### src/include/cpr_pkg.sv
// shared constants, enums and carriers of the programmer register set
package cpr_pkg;

  // ***********************************************************
  // reset values and fixed addresses
  // ***********************************************************
  localparam logic [15:0] CPR_VEC_HI_ADDR = 16'hfffe;
  localparam logic [15:0] CPR_VEC_LO_ADDR = 16'hffff;
  localparam logic [15:0] CPR_SP_RESET    = 16'h00ff;
  localparam logic [7:0]  CPR_H_RESET     = 8'h00;
  localparam logic [15:0] CPR_PC_RESET    = 16'h0000;
  localparam logic [7:0]  CPR_CCR_RESET   = 8'h68;
  localparam logic [7:0]  CPR_CCR_FIXED   = 8'h60;
  localparam logic [7:0]  CPR_DIRECT_HI   = 8'h00;
  localparam logic [15:0] CPR_PC_STEP     = 16'h0001;
  localparam logic [15:0] CPR_SP_STEP     = 16'h0001;

  // ***********************************************************
  // condition flag bit positions
  // ***********************************************************
  localparam int CPR_CCR_V = 7;
  localparam int CPR_CCR_H = 4;
  localparam int CPR_CCR_I = 3;
  localparam int CPR_CCR_N = 2;
  localparam int CPR_CCR_Z = 1;
  localparam int CPR_CCR_C = 0;

  // ***********************************************************
  // enumerations
  // ***********************************************************
  typedef enum logic [4:0] {
    CPR_OP_NOP    = 5'b00000,
    CPR_OP_FETCH  = 5'b00001,
    CPR_OP_LOAD   = 5'b00010,
    CPR_OP_STORE  = 5'b00011,
    CPR_OP_ALU_A  = 5'b00100,
    CPR_OP_ALU_X  = 5'b00101,
    CPR_OP_TAX    = 5'b00110,
    CPR_OP_TXA    = 5'b00111,
    CPR_OP_LDHX   = 5'b01000,
    CPR_OP_AIS    = 5'b01001,
    CPR_OP_RSP    = 5'b01010,
    CPR_OP_LDSP   = 5'b01011,
    CPR_OP_JUMP   = 5'b01100,
    CPR_OP_BRANCH = 5'b01101,
    CPR_OP_PUSH   = 5'b01110,
    CPR_OP_PULL   = 5'b01111,
    CPR_OP_SETCCR = 5'b10000,
    CPR_OP_LDH    = 5'b10001,
    CPR_OP_LDX    = 5'b10010
  } cpr_op_type;

  typedef enum logic [2:0] {
    CPR_AM_IMM = 3'b000,
    CPR_AM_DIR = 3'b001,
    CPR_AM_EXT = 3'b010,
    CPR_AM_IDX = 3'b011,
    CPR_AM_SPX = 3'b100
  } cpr_mode_type;

  typedef enum logic [3:0] {
    CPR_ALU_ADD = 4'h0, CPR_ALU_ADC = 4'h1, CPR_ALU_SUB = 4'h2, CPR_ALU_AND = 4'h3,
    CPR_ALU_ORA = 4'h4, CPR_ALU_EOR = 4'h5, CPR_ALU_CLR = 4'h6, CPR_ALU_INC = 4'h7,
    CPR_ALU_DEC = 4'h8, CPR_ALU_COM = 4'h9, CPR_ALU_NEG = 4'ha, CPR_ALU_LSL = 4'hb,
    CPR_ALU_LSR = 4'hc, CPR_ALU_ASR = 4'hd, CPR_ALU_ROL = 4'he, CPR_ALU_ROR = 4'hf
  } cpr_alu_type;

  typedef enum logic [2:0] {
    CPR_SEL_A   = 3'b000,
    CPR_SEL_X   = 3'b001,
    CPR_SEL_H   = 3'b010,
    CPR_SEL_CCR = 3'b011,
    CPR_SEL_PCL = 3'b100,
    CPR_SEL_PCH = 3'b101
  } cpr_sel_type;

  typedef enum logic [1:0] {
    CPR_ST_VEC_HI = 2'b00,
    CPR_ST_VEC_LO = 2'b01,
    CPR_ST_RUN    = 2'b10,
    CPR_ST_MEM    = 2'b11
  } cpr_state_type;

  typedef enum logic [2:0] {
    CPR_MK_LOADA = 3'b000,
    CPR_MK_FETCH = 3'b001,
    CPR_MK_PUSH  = 3'b010,
    CPR_MK_PULL  = 3'b011,
    CPR_MK_STORE = 3'b100
  } cpr_kind_type;

  // ***********************************************************
  // carriers
  // ***********************************************************
  typedef struct packed {
    cpr_op_type   op;
    cpr_mode_type mode;
    cpr_alu_type  alu;
    cpr_sel_type  sel;
    logic [7:0]   imm8;
    logic [15:0]  imm16;
  } cpr_cmd_type;

  typedef struct packed {
    logic [7:0]  acc;
    logic [15:0] hx;
    logic [15:0] sp;
    logic [15:0] pc;
    logic [7:0]  condition_flags;
  } cpr_view_type;

  typedef struct packed {
    logic v;
    logic h;
    logic n;
    logic z;
    logic c;
  } cpr_flag_type;

  function automatic logic [15:0] cpr_sext8(input logic [7:0] b);
    return {{8{b[7]}}, b};
  endfunction

endpackage

### src/hdl/cpr_alu8.sv
// eight-bit arithmetic and shift unit shared by the accumulator and low index byte
`timescale 1ns/1ps
`default_nettype none
module cpr_alu8
  import cpr_pkg::*;
(
  // operation and operands
  input  wire cpr_alu_type  op,
  input  wire logic [7:0]   a,
  input  wire logic [7:0]   b,
  input  wire logic         cin,
  // result
  output logic [7:0]        res,
  output cpr_flag_type      flags
);

  logic [8:0] sum9;
  logic [4:0] nib5;
  logic       carry;
  logic       ovf;

  always_comb begin
    sum9  = 9'h000;
    nib5  = 5'h00;
    res   = a;
    carry = cin;
    ovf   = 1'b0;
    unique case (op)
      CPR_ALU_ADD, CPR_ALU_ADC: begin
        sum9  = {1'b0, a} + {1'b0, b} + {8'h00, (op == CPR_ALU_ADC) & cin};
        nib5  = {1'b0, a[3:0]} + {1'b0, b[3:0]} + {4'h0, (op == CPR_ALU_ADC) & cin};
        res   = sum9[7:0];
        carry = sum9[8];
        ovf   = (a[7] == b[7]) && (sum9[7] != a[7]);
      end
      CPR_ALU_SUB: begin
        sum9  = {1'b0, a} - {1'b0, b};
        res   = sum9[7:0];
        carry = sum9[8];
        ovf   = (a[7] != b[7]) && (sum9[7] != a[7]);
      end
      CPR_ALU_AND: res = a & b;
      CPR_ALU_ORA: res = a | b;
      CPR_ALU_EOR: res = a ^ b;
      CPR_ALU_CLR: res = 8'h00;
      CPR_ALU_INC: begin
        res = a + 8'h01;
        ovf = (a == 8'h7f);
      end
      CPR_ALU_DEC: begin
        res = a - 8'h01;
        ovf = (a == 8'h80);
      end
      CPR_ALU_COM: begin
        res   = ~a;
        carry = 1'b1;
      end
      CPR_ALU_NEG: begin
        res   = 8'h00 - a;
        carry = (a != 8'h00);
        ovf   = (a == 8'h80);
      end
      CPR_ALU_LSL: begin
        res   = {a[6:0], 1'b0};
        carry = a[7];
        ovf   = a[6] ^ a[7];
      end
      CPR_ALU_LSR: begin
        res   = {1'b0, a[7:1]};
        carry = a[0];
        ovf   = a[0];
      end
      CPR_ALU_ASR: begin
        res   = {a[7], a[7:1]};
        carry = a[0];
        ovf   = a[7] ^ a[0];
      end
      CPR_ALU_ROL: begin
        res   = {a[6:0], cin};
        carry = a[7];
        ovf   = a[6] ^ a[7];
      end
      CPR_ALU_ROR: begin
        res   = {cin, a[7:1]};
        carry = a[0];
        ovf   = cin ^ a[0];
      end
    endcase
    flags.v = ovf;
    flags.h = nib5[4];
    flags.n = res[7];
    flags.z = (res == 8'h00);
    flags.c = carry;
  end

endmodule
`default_nettype wire

### src/hdl/cpr_regs.sv
// programmer-visible register set of the eight-bit core with reset vector fetch
//
// Summary of operation
// - accumulator is eight bits, kept through reset
// - accumulator feeds alu, results written back
// - index pointer built from two byte halves
// - indexed modes use full pointer; none low-only
// - reset clears high index byte only
// - low index byte works as data register
// - stack pointer sixteen bits, next free slot
// - calls push return; interrupts push registers too
// - add signed immediate to whole stack pointer
// - reset loads stack pointer with 0x00ff
// - stack low reload leaves high byte alone
// - program counter sixteen bits, steps each fetch
// - change of flow loads non-sequential target
// - after reset fetch vector from fffe/ffff
// - direct mode reaches only 0x0000 to 0x00ff
// - relative target is pc plus signed offset
// - extended mode takes full sixteen-bit address
// - registers reached only by instructions, unmapped
// - condition flags bits six and five read one
`timescale 1ns/1ps
`default_nettype none
module cpr_regs
  import cpr_pkg::*;
(
  // clock, reset and enable
  input  wire logic         clk_sys,
  input  wire logic         nrst,
  input  wire logic         ce,
  // sequencer command port
  input  wire cpr_cmd_type  cmd,
  input  wire logic         cmdValid,
  output logic              cmdReady,
  // core memory bus
  output logic [15:0]       memAddr,
  output logic              memRd,
  output logic              memWr,
  output logic [7:0]        memWdata,
  input  wire logic [7:0]   memRdata,
  input  wire logic         memReady,
  // fetched byte and register view
  output logic [7:0]        fetchByte,
  output logic              fetchValid,
  output cpr_view_type      regView
);

  // ***********************************************************
  // state
  // ***********************************************************
  typedef struct packed {
    cpr_state_type st;
    logic [15:0]   pc;
    logic [15:0]   sp;
    logic [7:0]    hi;
    logic [7:0]    condition_flags;
    logic [15:0]   addr;
    logic [7:0]    wdata;
    cpr_kind_type  kind;
    cpr_sel_type   sel;
    logic [7:0]    fbyte;
    logic          fvalid;
  } cpr_ctl_type;

  // the data registers keep their contents through reset, so they live apart
  typedef struct packed {
    logic [7:0] acc;
    logic [7:0] lo;
  } cpr_data_type;

  cpr_ctl_type  ctl_r;
  cpr_ctl_type  ctl_nxt;
  cpr_data_type dat_r;
  cpr_data_type dat_nxt;
  logic [7:0]   aluA;
  logic [7:0]   aluRes;
  cpr_flag_type aluFlags;

  // ***********************************************************
  // address generation
  // ***********************************************************
  function automatic logic [15:0] effAddr(input cpr_mode_type m,
                                          input logic [15:0]  w,
                                          input logic [7:0]   b,
                                          input logic [15:0]  hx,
                                          input logic [15:0]  sp);
    unique case (m)
      CPR_AM_DIR: effAddr = {CPR_DIRECT_HI, b};
      CPR_AM_EXT: effAddr = w;
      CPR_AM_IDX: effAddr = hx + w;
      CPR_AM_SPX: effAddr = sp + w;
      default:    effAddr = w;
    endcase
  endfunction

  function automatic logic [7:0] pushData(input cpr_sel_type s,
                                          input cpr_ctl_type c,
                                          input cpr_data_type d);
    unique case (s)
      CPR_SEL_A:   pushData = d.acc;
      CPR_SEL_X:   pushData = d.lo;
      CPR_SEL_H:   pushData = c.hi;
      CPR_SEL_CCR: pushData = c.condition_flags;
      CPR_SEL_PCL: pushData = c.pc[7:0];
      CPR_SEL_PCH: pushData = c.pc[15:8];
      default:     pushData = 8'h00;
    endcase
  endfunction

  // ***********************************************************
  // alu
  // ***********************************************************
  assign aluA = (cmd.op == CPR_OP_ALU_X) ? dat_r.lo : dat_r.acc;

  cpr_alu8 u_alu (
    .op    (cmd.alu),
    .a     (aluA),
    .b     (cmd.imm8),
    .cin   (ctl_r.condition_flags[CPR_CCR_C]),
    .res   (aluRes),
    .flags (aluFlags)
  );

  // ***********************************************************
  // next state
  // ***********************************************************
  always_comb begin
    ctl_nxt        = ctl_r;
    dat_nxt        = dat_r;
    ctl_nxt.fvalid = 1'b0;
    unique case (ctl_r.st)
      CPR_ST_VEC_HI: begin
        if (memReady) begin
          ctl_nxt.pc[15:8] = memRdata;
          ctl_nxt.addr     = CPR_VEC_LO_ADDR;
          ctl_nxt.st       = CPR_ST_VEC_LO;
        end
      end
      CPR_ST_VEC_LO: begin
        if (memReady) begin
          ctl_nxt.pc[7:0] = memRdata;
          ctl_nxt.st      = CPR_ST_RUN;
        end
      end
      CPR_ST_MEM: begin
        if (memReady) begin
          ctl_nxt.st = CPR_ST_RUN;
          unique case (ctl_r.kind)
            CPR_MK_LOADA: dat_nxt.acc = memRdata;
            CPR_MK_FETCH: begin
              ctl_nxt.fbyte  = memRdata;
              ctl_nxt.fvalid = 1'b1;
              ctl_nxt.pc     = ctl_r.pc + CPR_PC_STEP;
            end
            CPR_MK_PUSH:  ctl_nxt.sp = ctl_r.sp - CPR_SP_STEP;
            CPR_MK_PULL: begin
              unique case (ctl_r.sel)
                CPR_SEL_A:   dat_nxt.acc = memRdata;
                CPR_SEL_X:   dat_nxt.lo = memRdata;
                CPR_SEL_H:   ctl_nxt.hi = memRdata;
                CPR_SEL_CCR: ctl_nxt.condition_flags = memRdata | CPR_CCR_FIXED;
                CPR_SEL_PCL: ctl_nxt.pc[7:0] = memRdata;
                CPR_SEL_PCH: ctl_nxt.pc[15:8] = memRdata;
                default:     ctl_nxt.sel = ctl_r.sel;
              endcase
            end
            CPR_MK_STORE: ctl_nxt.kind = ctl_r.kind;
            default:      ctl_nxt.kind = ctl_r.kind;
          endcase
        end
      end
      CPR_ST_RUN: begin
        if (cmdValid) begin
          unique case (cmd.op)
            CPR_OP_NOP: ctl_nxt.st = CPR_ST_RUN;
            CPR_OP_FETCH: begin
              ctl_nxt.addr = ctl_r.pc;
              ctl_nxt.kind = CPR_MK_FETCH;
              ctl_nxt.st   = CPR_ST_MEM;
            end
            CPR_OP_LOAD: begin
              if (cmd.mode == CPR_AM_IMM) begin
                dat_nxt.acc = cmd.imm8;
              end else begin
                ctl_nxt.addr = effAddr(cmd.mode, cmd.imm16, cmd.imm8,
                                       {ctl_r.hi, dat_r.lo}, ctl_r.sp);
                ctl_nxt.kind = CPR_MK_LOADA;
                ctl_nxt.st   = CPR_ST_MEM;
              end
            end
            CPR_OP_STORE: begin
              ctl_nxt.addr  = effAddr(cmd.mode, cmd.imm16, cmd.imm8,
                                      {ctl_r.hi, dat_r.lo}, ctl_r.sp);
              ctl_nxt.wdata = dat_r.acc;
              ctl_nxt.kind  = CPR_MK_STORE;
              ctl_nxt.st    = CPR_ST_MEM;
            end
            CPR_OP_ALU_A, CPR_OP_ALU_X: begin
              if (cmd.op == CPR_OP_ALU_A) begin
                dat_nxt.acc = aluRes;
              end else begin
                dat_nxt.lo = aluRes;
              end
              ctl_nxt.condition_flags[CPR_CCR_V] = aluFlags.v;
              ctl_nxt.condition_flags[CPR_CCR_H] = aluFlags.h;
              ctl_nxt.condition_flags[CPR_CCR_N] = aluFlags.n;
              ctl_nxt.condition_flags[CPR_CCR_Z] = aluFlags.z;
              ctl_nxt.condition_flags[CPR_CCR_C] = aluFlags.c;
            end
            CPR_OP_TAX:  dat_nxt.lo = dat_r.acc;
            CPR_OP_TXA:  dat_nxt.acc = dat_r.lo;
            CPR_OP_LDHX: begin
              ctl_nxt.hi = cmd.imm16[15:8];
              dat_nxt.lo = cmd.imm16[7:0];
            end
            CPR_OP_LDH:  ctl_nxt.hi = cmd.imm8;
            CPR_OP_LDX:  dat_nxt.lo = cmd.imm8;
            CPR_OP_AIS:  ctl_nxt.sp = ctl_r.sp + cpr_sext8(cmd.imm8);
            CPR_OP_RSP:  ctl_nxt.sp[7:0] = CPR_SP_RESET[7:0];
            CPR_OP_LDSP: ctl_nxt.sp = cmd.imm16;
            CPR_OP_JUMP: begin
              ctl_nxt.pc = effAddr(cmd.mode, cmd.imm16, cmd.imm8,
                                   {ctl_r.hi, dat_r.lo}, ctl_r.sp);
            end
            CPR_OP_BRANCH: ctl_nxt.pc = ctl_r.pc + cpr_sext8(cmd.imm8);
            CPR_OP_PUSH: begin
              // calls stack the return bytes, interrupts add the core registers
              ctl_nxt.addr  = ctl_r.sp;
              ctl_nxt.wdata = pushData(cmd.sel, ctl_r, dat_r);
              ctl_nxt.kind  = CPR_MK_PUSH;
              ctl_nxt.st    = CPR_ST_MEM;
            end
            CPR_OP_PULL: begin
              ctl_nxt.sp   = ctl_r.sp + CPR_SP_STEP;
              ctl_nxt.addr = ctl_r.sp + CPR_SP_STEP;
              ctl_nxt.sel  = cmd.sel;
              ctl_nxt.kind = CPR_MK_PULL;
              ctl_nxt.st   = CPR_ST_MEM;
            end
            CPR_OP_SETCCR: ctl_nxt.condition_flags = cmd.imm8 | CPR_CCR_FIXED;
            default: ctl_nxt.st = CPR_ST_RUN;
          endcase
        end
      end
    endcase
  end

  // ***********************************************************
  // registers
  // ***********************************************************
  always_ff @(posedge clk_sys or negedge nrst) begin
    if (!nrst) begin
      ctl_r <= '{st:     CPR_ST_VEC_HI,
                 pc:     CPR_PC_RESET,
                 sp:     CPR_SP_RESET,
                 hi:     CPR_H_RESET,
                 condition_flags:    CPR_CCR_RESET,
                 addr:   CPR_VEC_HI_ADDR,
                 wdata:  8'h00,
                 kind:   CPR_MK_STORE,
                 sel:    CPR_SEL_A,
                 fbyte:  8'h00,
                 fvalid: 1'b0};
    end else if (ce) begin
      ctl_r <= ctl_nxt;
    end
  end

  // no reset here: accumulator and low index byte survive reset untouched
  always_ff @(posedge clk_sys) begin
    if (ce) begin
      dat_r <= dat_nxt;
    end
  end

  // ***********************************************************
  // outputs
  // ***********************************************************
  // the bus only carries memory traffic; register contents never get an address
  assign memAddr    = ctl_r.addr;
  assign memWdata   = ctl_r.wdata;
  assign memWr      = (ctl_r.st == CPR_ST_MEM) &&
                      ((ctl_r.kind == CPR_MK_PUSH) || (ctl_r.kind == CPR_MK_STORE));
  assign memRd      = (ctl_r.st == CPR_ST_VEC_HI) || (ctl_r.st == CPR_ST_VEC_LO) ||
                      ((ctl_r.st == CPR_ST_MEM) && !memWr);
  assign cmdReady   = (ctl_r.st == CPR_ST_RUN);
  assign fetchByte  = ctl_r.fbyte;
  assign fetchValid = ctl_r.fvalid;
  assign regView    = '{acc: dat_r.acc,
                        hx:  {ctl_r.hi, dat_r.lo},
                        sp:  ctl_r.sp,
                        pc:  ctl_r.pc,
                        condition_flags: ctl_r.condition_flags | CPR_CCR_FIXED};

endmodule
`default_nettype wire

### config.mk
export PLATFORM = sky130hd
export DESIGN_NAME = cpr_regs
export DESIGN_NICKNAME = d
export VERILOG_FILES = /design/src/include/cpr_pkg.sv /design/src/hdl/cpr_alu8.sv /design/src/hdl/cpr_regs.sv
export SDC_FILE = /design/constraint.sdc
export NUM_CORES = 1
export LEC_CHECK = 0
export ABC_AREA = 1
export BUFFER_PORTS_ARGS = -buffer_cell sky130_fd_sc_hd__clkbuf_2
export CORE_AREA = 2 2 211 213
export CTS_BUF_LIST = sky130_fd_sc_hd__clkbuf_8 sky130_fd_sc_hd__clkbuf_16
export DETAILED_ROUTE_END_ITERATION = 16
export DIE_AREA = 0 0 213 215
export PLACE_DENSITY = 0.5
export RECOVER_POWER = 50
export SYNTH_ARGS = -nofsm -noshare
export SYNTH_HDL_FRONTEND = slang
export SYNTH_SLANG_ARGS = --single-unit
### constraint.sdc
create_clock -name clk_sys -period 3.4 [get_ports clk_sys]
set_clock_uncertainty 0.05 [all_clocks]
set_input_delay 0.68 -clock clk_sys [delete_from_list [all_inputs] [get_ports clk_sys]]
set_output_delay 0.68 -clock clk_sys [all_outputs]
set_load 0.02 [all_outputs]
# Word-level counts from Yosys, hierarchy flattened
# Index checks and enable logic that the tools add are counted.
# op_classes
addsub	15
eq_ne	89
muxes	58
n_bitwise	9
n_reduce_logical	45
# op_table
op	count
16-bit one-hot mux with 2 select lines	4
8-bit one-hot mux with 15 select lines	1
16-bit two-way mux	6
8-bit two-way mux	12
8-bit one-hot mux with 3 select lines	4
80-bit two-way mux	1
16-bit one-hot mux with 5 select lines	1
16-bit adder	4
32-bit one-hot mux with 2 select lines	1
8-bit one-hot mux with 4 select lines	2
50-bit two-way mux	1
16-bit one-hot mux with 3 select lines	1
8-bit one-hot mux with 2 select lines	3
8-bit one-hot mux with 6 select lines	1
5-bit by 4-bit == test with 1-bit output (second input constant)	8
16-bit by 1-bit adder with 16-bit output (second input constant)	2
4-bit == test (second input constant)	8
8-bit AND reduction	4
7-bit AND reduction	4
6-bit AND reduction	4
3-bit by 2-bit == test with 1-bit output (second input constant)	7
5-bit by 3-bit == test with 1-bit output (second input constant)	4
3-bit == test (second input constant)	6
4-bit by 3-bit == test with 1-bit output (second input constant)	4
68 further kinds	123
# word_totals
reg_bits	105
inputBits	52
out_inout_bits	100

# Longest topological paths before layout
# depth
word_depth	10
depth_mapped	25

# Hierarchy
# Synthesis repeated with hierarchy kept, for this count alone.
# unflattened
cells_unflattened	2220
area_unflattened_um2	13535.5
# modules_own_cells
mod	instances	cells_per_inst	area_each_um2
cpr_regs	1	1824	11358.4
cpr_alu8	1	396	2177.1

# Worst setup path after synthesis
# OpenSTA, ideal clock, no wires.
# synth_path
path_kind	input-to-reg
start	input cmd[31] (netlist name)
end	register ctl_r (netlist bit regView[17])
arrival_ns	3.451
t_required_ns	3.237
path_slack_ns	-0.214
cell_stages	19
n_path_buf	2
path_cell_list	nor2_1 inv_1 nor2_1 clkbuf_1 clkbuf_1 o21ai_0 ha_1 nand2_1 o21ai_0 a21oi_1 o21ai_0 a31oi_1 or2_2 nand3_1 o211ai_1 nand2_1 nand3_1 nand2_1 inv_1
# synth_between
elab_chain_len	5
# synth_rtl
element	line_no	source
start, declared	cpr_regs.sv:33	input wire cpr_cmd_type cmd,
3-bit == test, or another cell as far along	cpr_regs.sv:88	unique case (m)
16-bit one-hot mux with 3 select lines (*)	cpr_regs.sv:88	
16-bit one-hot mux with 2 select lines (*)	cpr_regs.sv:175	unique case (cmd.op)
80-bit two-way mux (*)	cpr_regs.sv:174	if (cmdValid) begin
8-bit one-hot mux with 3 select lines (*)	cpr_regs.sv:132	unique case (ctl_r.st)
end signal, assigned	cpr_regs.sv:254	ctl_r <= '{st: CPR_ST_VEC_HI,
end signal, assigned	cpr_regs.sv:266	ctl_r <= ctl_nxt;
end, declared	cpr_regs.sv:72	cpr_ctl_type ctl_r;
# Every way passes the cells marked *; elsewhere a longest branch is shown, timed or not. The select of a mux whose other input is x is not followed.
# A chain may end at the register's enable or synchronous reset.

# Worst setup path in the final report
# layout_path
start	input cmd[31] (netlist name)
end	register ctl_r (netlist bit regView[14])
# Same word-level chain as after synthesis.

==> reports/results.md <==
## Timing
• -66.42% — worst rel slew slack
• 0 — Setup-failing EPs final
• 0 — count of endpoints failing hold in the final timing report
• 3.188 ns — min Tclk post-route
• false — unrepaired setup endpoints after global routing
• 2.496 ns — transition time at the pin with the least slew margin
• 0.2123 ns — fin worst setup slack
• 93.76% — period utilisation layout
• 0.3137 GHz — timing-limited maximum frequency
• 0.4303 ns — post-route worst hold slack
• 41 — max-slew violations

## CTS
• 9 — TritonCTS Buffers
• clkbuf_16 — master cell of the clock root buffer
• built — CTS tree
• 3 — H-tree depth reported by CTS
• 0.38 ns — latest clock arrival within the worst-skew pair
• 104 — clock tree sinks
• 0.09 ns — Worst-path clk slew
• 2 — number of buffers between clock root and the deepest sink

## Critical path
• 8 — largest driver fanout on the critical path
• 3.41 ns — arrival time of the worst setup path
• primary input to register — Critical Setup Path Class
• 15 — cell count of the worst reg-to-reg path
• register — CP Capture Type
• primary input — launching element type of the critical path
• 3.62 ns — endpoint required time on the critical path

## Placed design
• 53480 um — Post-DP HPWL
• -0.3373 ns — post-placement setup slack
• 0.9806 — placer congestion estimate
• 149 — Port Buffer Count

## Route
• 4836 um — met3 wire len
• 28680 um — length of routed wiring on met1
• 0 — # DRC
• 64370 um — final wirelength
• 29290 um — met2 routed WL
• 1782 — starting DRC count in detailed routing
• met5 — uppermost signal routing layer after detailed routing
• 5.340 — drt via density
• 6 — number of iterations in the first detailed-routing pass
• 21.90 um — post-detailed-route wirelength per cell
• 0 — antenna-violating nets left
• 15690 — vias post-DR

## Layout
• 0 — number of diodes
• 23.31% — area growth from synthesis to layout
• 2481 — fin nets
• 4862 — filler instances
• 20.41% — share of final-layout standard cells stronger than drive strength 1
• 36.48% — fraction of the core area covered by cells at the end of the flow

## Synth
• dfrtp_1 — ys flop type
• 2049 — cell count after synthesis
• dfrtp_1 — cell type with the highest aggregate area in the netlist
• 12910 um^2 — area of the mapped netlist
• 58 — post-synth cell types
• 6.302 um^2 — Synth Area per Inst
• 84.62% — share of synthesized registers carrying an async set or reset
• 21.03% — Seq/Total Area, Yosys
• dfrtp_1 12%, nand2_1 12%, o21ai_0 8.5% — top area cells in the synthesized netlist
• 0 — total of warnings raised by yosys
• 16 — count of flip-flops with a built-in enable after synthesis
• 104 — Synth Register Bits
• 12.02% — fraction of synthesized cell area taken by the top area cell type

## Global routing
• 1 — antenna violations before repair
• 41 — largest net degree at the start of global routing
• 15140 — via count of the first global-routing pass
• 95720 um — global-route wire length before repair
• 0 — GRT overflow
• 28.00% — global routing usage summed across all routing layers

## Power
• 0.3779 mV — worst supply voltage drop on vdd
• 708.2 nW/um^2 — power density normalized to cell area
• 7.558 nW — LEAKAGE

## Min path
• register to register — Min-Delay Path Class
• 2 — Worst Hold Path Cells

## Die
• 77 — number of placement rows
• 213 um — floorplan die width
• 45800 um^2 — full die area
• 215 um — height of the chip
• 29.59% — effective utilization at floorplan
• 152 — ports placed on the boundary
• 43640 um^2 — placeable core region

## Run
• 1 — number of violations of the max-capacitance limit

## Status
• max-capacitance violations, max-slew violations — violations in the final reports
• finished with violations — status

## area by class of cell
cell class                      instances  area [um^2]  share of cell area [%]
Inverter                              289         1087                   6.829
Clock buffer                            9        225.2                   1.414
Clock inverter                          7        95.09                  0.5972
Tap cell                              592        740.7                   4.652
Timing Repair Buffer                  407         2630                   16.52
Sequential cell                       104         2715                   17.05
Multi-Input combinational cell       1531         8429                   52.94
## logic make-up (layout without fill, tap and decap cells)
| kind of cell | after synthesis | after routing | share of synthesized area (%) |
|---|---|---|---|
| simple gates | 853 | 853 | 28.29 |
| compound gates | 555 | 555 | 24.91 |
| buf+inv | 415 | 712 | 14.57 |
| flops | 104 | 104 | 21.03 |
| fa+ha+maj | 87 | 87 | 8.837 |
| xor+xnor | 33 | 33 | 2.238 |
| other cells | 1 | 2 | 0.02904 |
| mux | 1 | 1 | 0.08720 |
## worst max-delay path: stages
cell      delay (ns)
clkbuf_2        0.09
nor2_1          0.09
inv_1           0.08
nor2_4          0.12
buf_6           0.13
nand2_1         0.05
o21ai_1         0.09
ha_2            0.18
inv_1           0.06
fa_2            0.34
inv_1           0.06
nand3_1         0.07
nand2_2         0.08
nand2_1         0.06
nand2_1         0.08
a21oi_2         0.07
inv_2           0.07
a21oi_1         0.06
o21ai_1         0.11
o221ai_1        0.14
buf_4           0.18
o21ai_0         0.16
buf_4           0.15
nand3_1         0.06
o21ai_0         0.07
inv_1           0.05
## final timing paths
path,start,to,slack (ns)
max in group asynchronous,nrst,regView[55]$_DFFE_PN0P_,0.48
setup reg to reg,regView[41]$_DFFE_PP_,regView[62]$_DFFE_PP_,0.37
hold reg to reg,ctl_r[44]$_DFFE_PN1P_,ctl_r[44]$_DFFE_PN1P_,0.43
hold / removal,ctl_r[44]$_DFFE_PN1P_,ctl_r[44]$_DFFE_PN1P_,0.43
setup / recovery,cmd[31],regView[14]$_DFFE_PN0P_,0.21
min in group asynchronous,nrst,regView[19]$_DFFE_PN0P_,1.02
## metrics by stage
stage	std cells	area (um^2)	total power [mW]	TNS, ns
after floorplan	2050	12930	7.249	-0.02187
after global placement	2922	15580	9.990	-8.440
after detailed placement	2922	15580	9.968	-7.918
after CTS	2938	15900	11.22	0
after global routing	2939	15920	12.11	0
final	2939	15920	11.28	0
## repair_timing
item                       4_1_cts  5_1_grt
gates resized for setup          0       38
setup endpoints to repair        0       28
buffers inserted                 0        2
hold buffers                     0        0
## where the power goes
group	total (mW)	switching [mW]	internal, mW	leakage (nW)
sequential	2.56	0.707	1.85	1.16
clock	1.20	0.601	0.596	0.157
combinational	7.52	4.87	2.65	6.24
total	11.3	6.18	5.10	7.56
## registers in the layout (all words and copies together), names as in the netlist
signal	count
ctl_r	9
fetchByte	8
fetchValid	1
memAddr	16
memWdata	8
regView	62
## cell usage after synthesis, types with 8 or more instances
| cell type | n |
|---|---|
| o22ai_1 | 32 |
| inv_1 | 269 |
| nand3_1 | 124 |
| nand2_1 | 408 |
| o221ai_1 | 11 |
| xnor2_1 | 11 |
| o2111ai_1 | 13 |
| dfrtp_1 | 62 |
| o31ai_1 | 10 |
| nand4_1 | 25 |
| a31oi_1 | 13 |
| o211ai_1 | 31 |
| nor2_2 | 9 |
| buf_4 | 81 |
| inv_2 | 16 |
| a22oi_1 | 9 |
| nor2_1 | 213 |
| xor2_1 | 22 |
| dfstp_2 | 26 |
| a21oi_1 | 173 |
| edfxtp_1 | 16 |
| nor3_1 | 34 |
| clkbuf_1 | 35 |
| o21ai_0 | 220 |
| nand2_2 | 8 |
| ha_1 | 80 |
| or2_2 | 11 |
| buf_2 | 8 |
## layout by cell type (no fill, tap or decap), types with 26 or more instances in the layout
master,n
nand2_1,407
inv_1,268
buf_4,252
nor2_1,212
o21ai_0,205
a21oi_1,166
nand3_1,123
clkbuf_2,87
ha_1,78
clkbuf_1,64
dfrtp_1,62
nor3_1,33
o22ai_1,32
o211ai_1,31
dfstp_2,26
## routing by layer
metal | vias to the layer above | global-route usage (%)
met4 | 2 | 6.643
li1 | 7419 | -
met3 | 90 | 4.077
met2 | 690 | 45.18
met1 | 7492 | 39.13
met5 | - | 0
(Power assumes the default switching activity.)
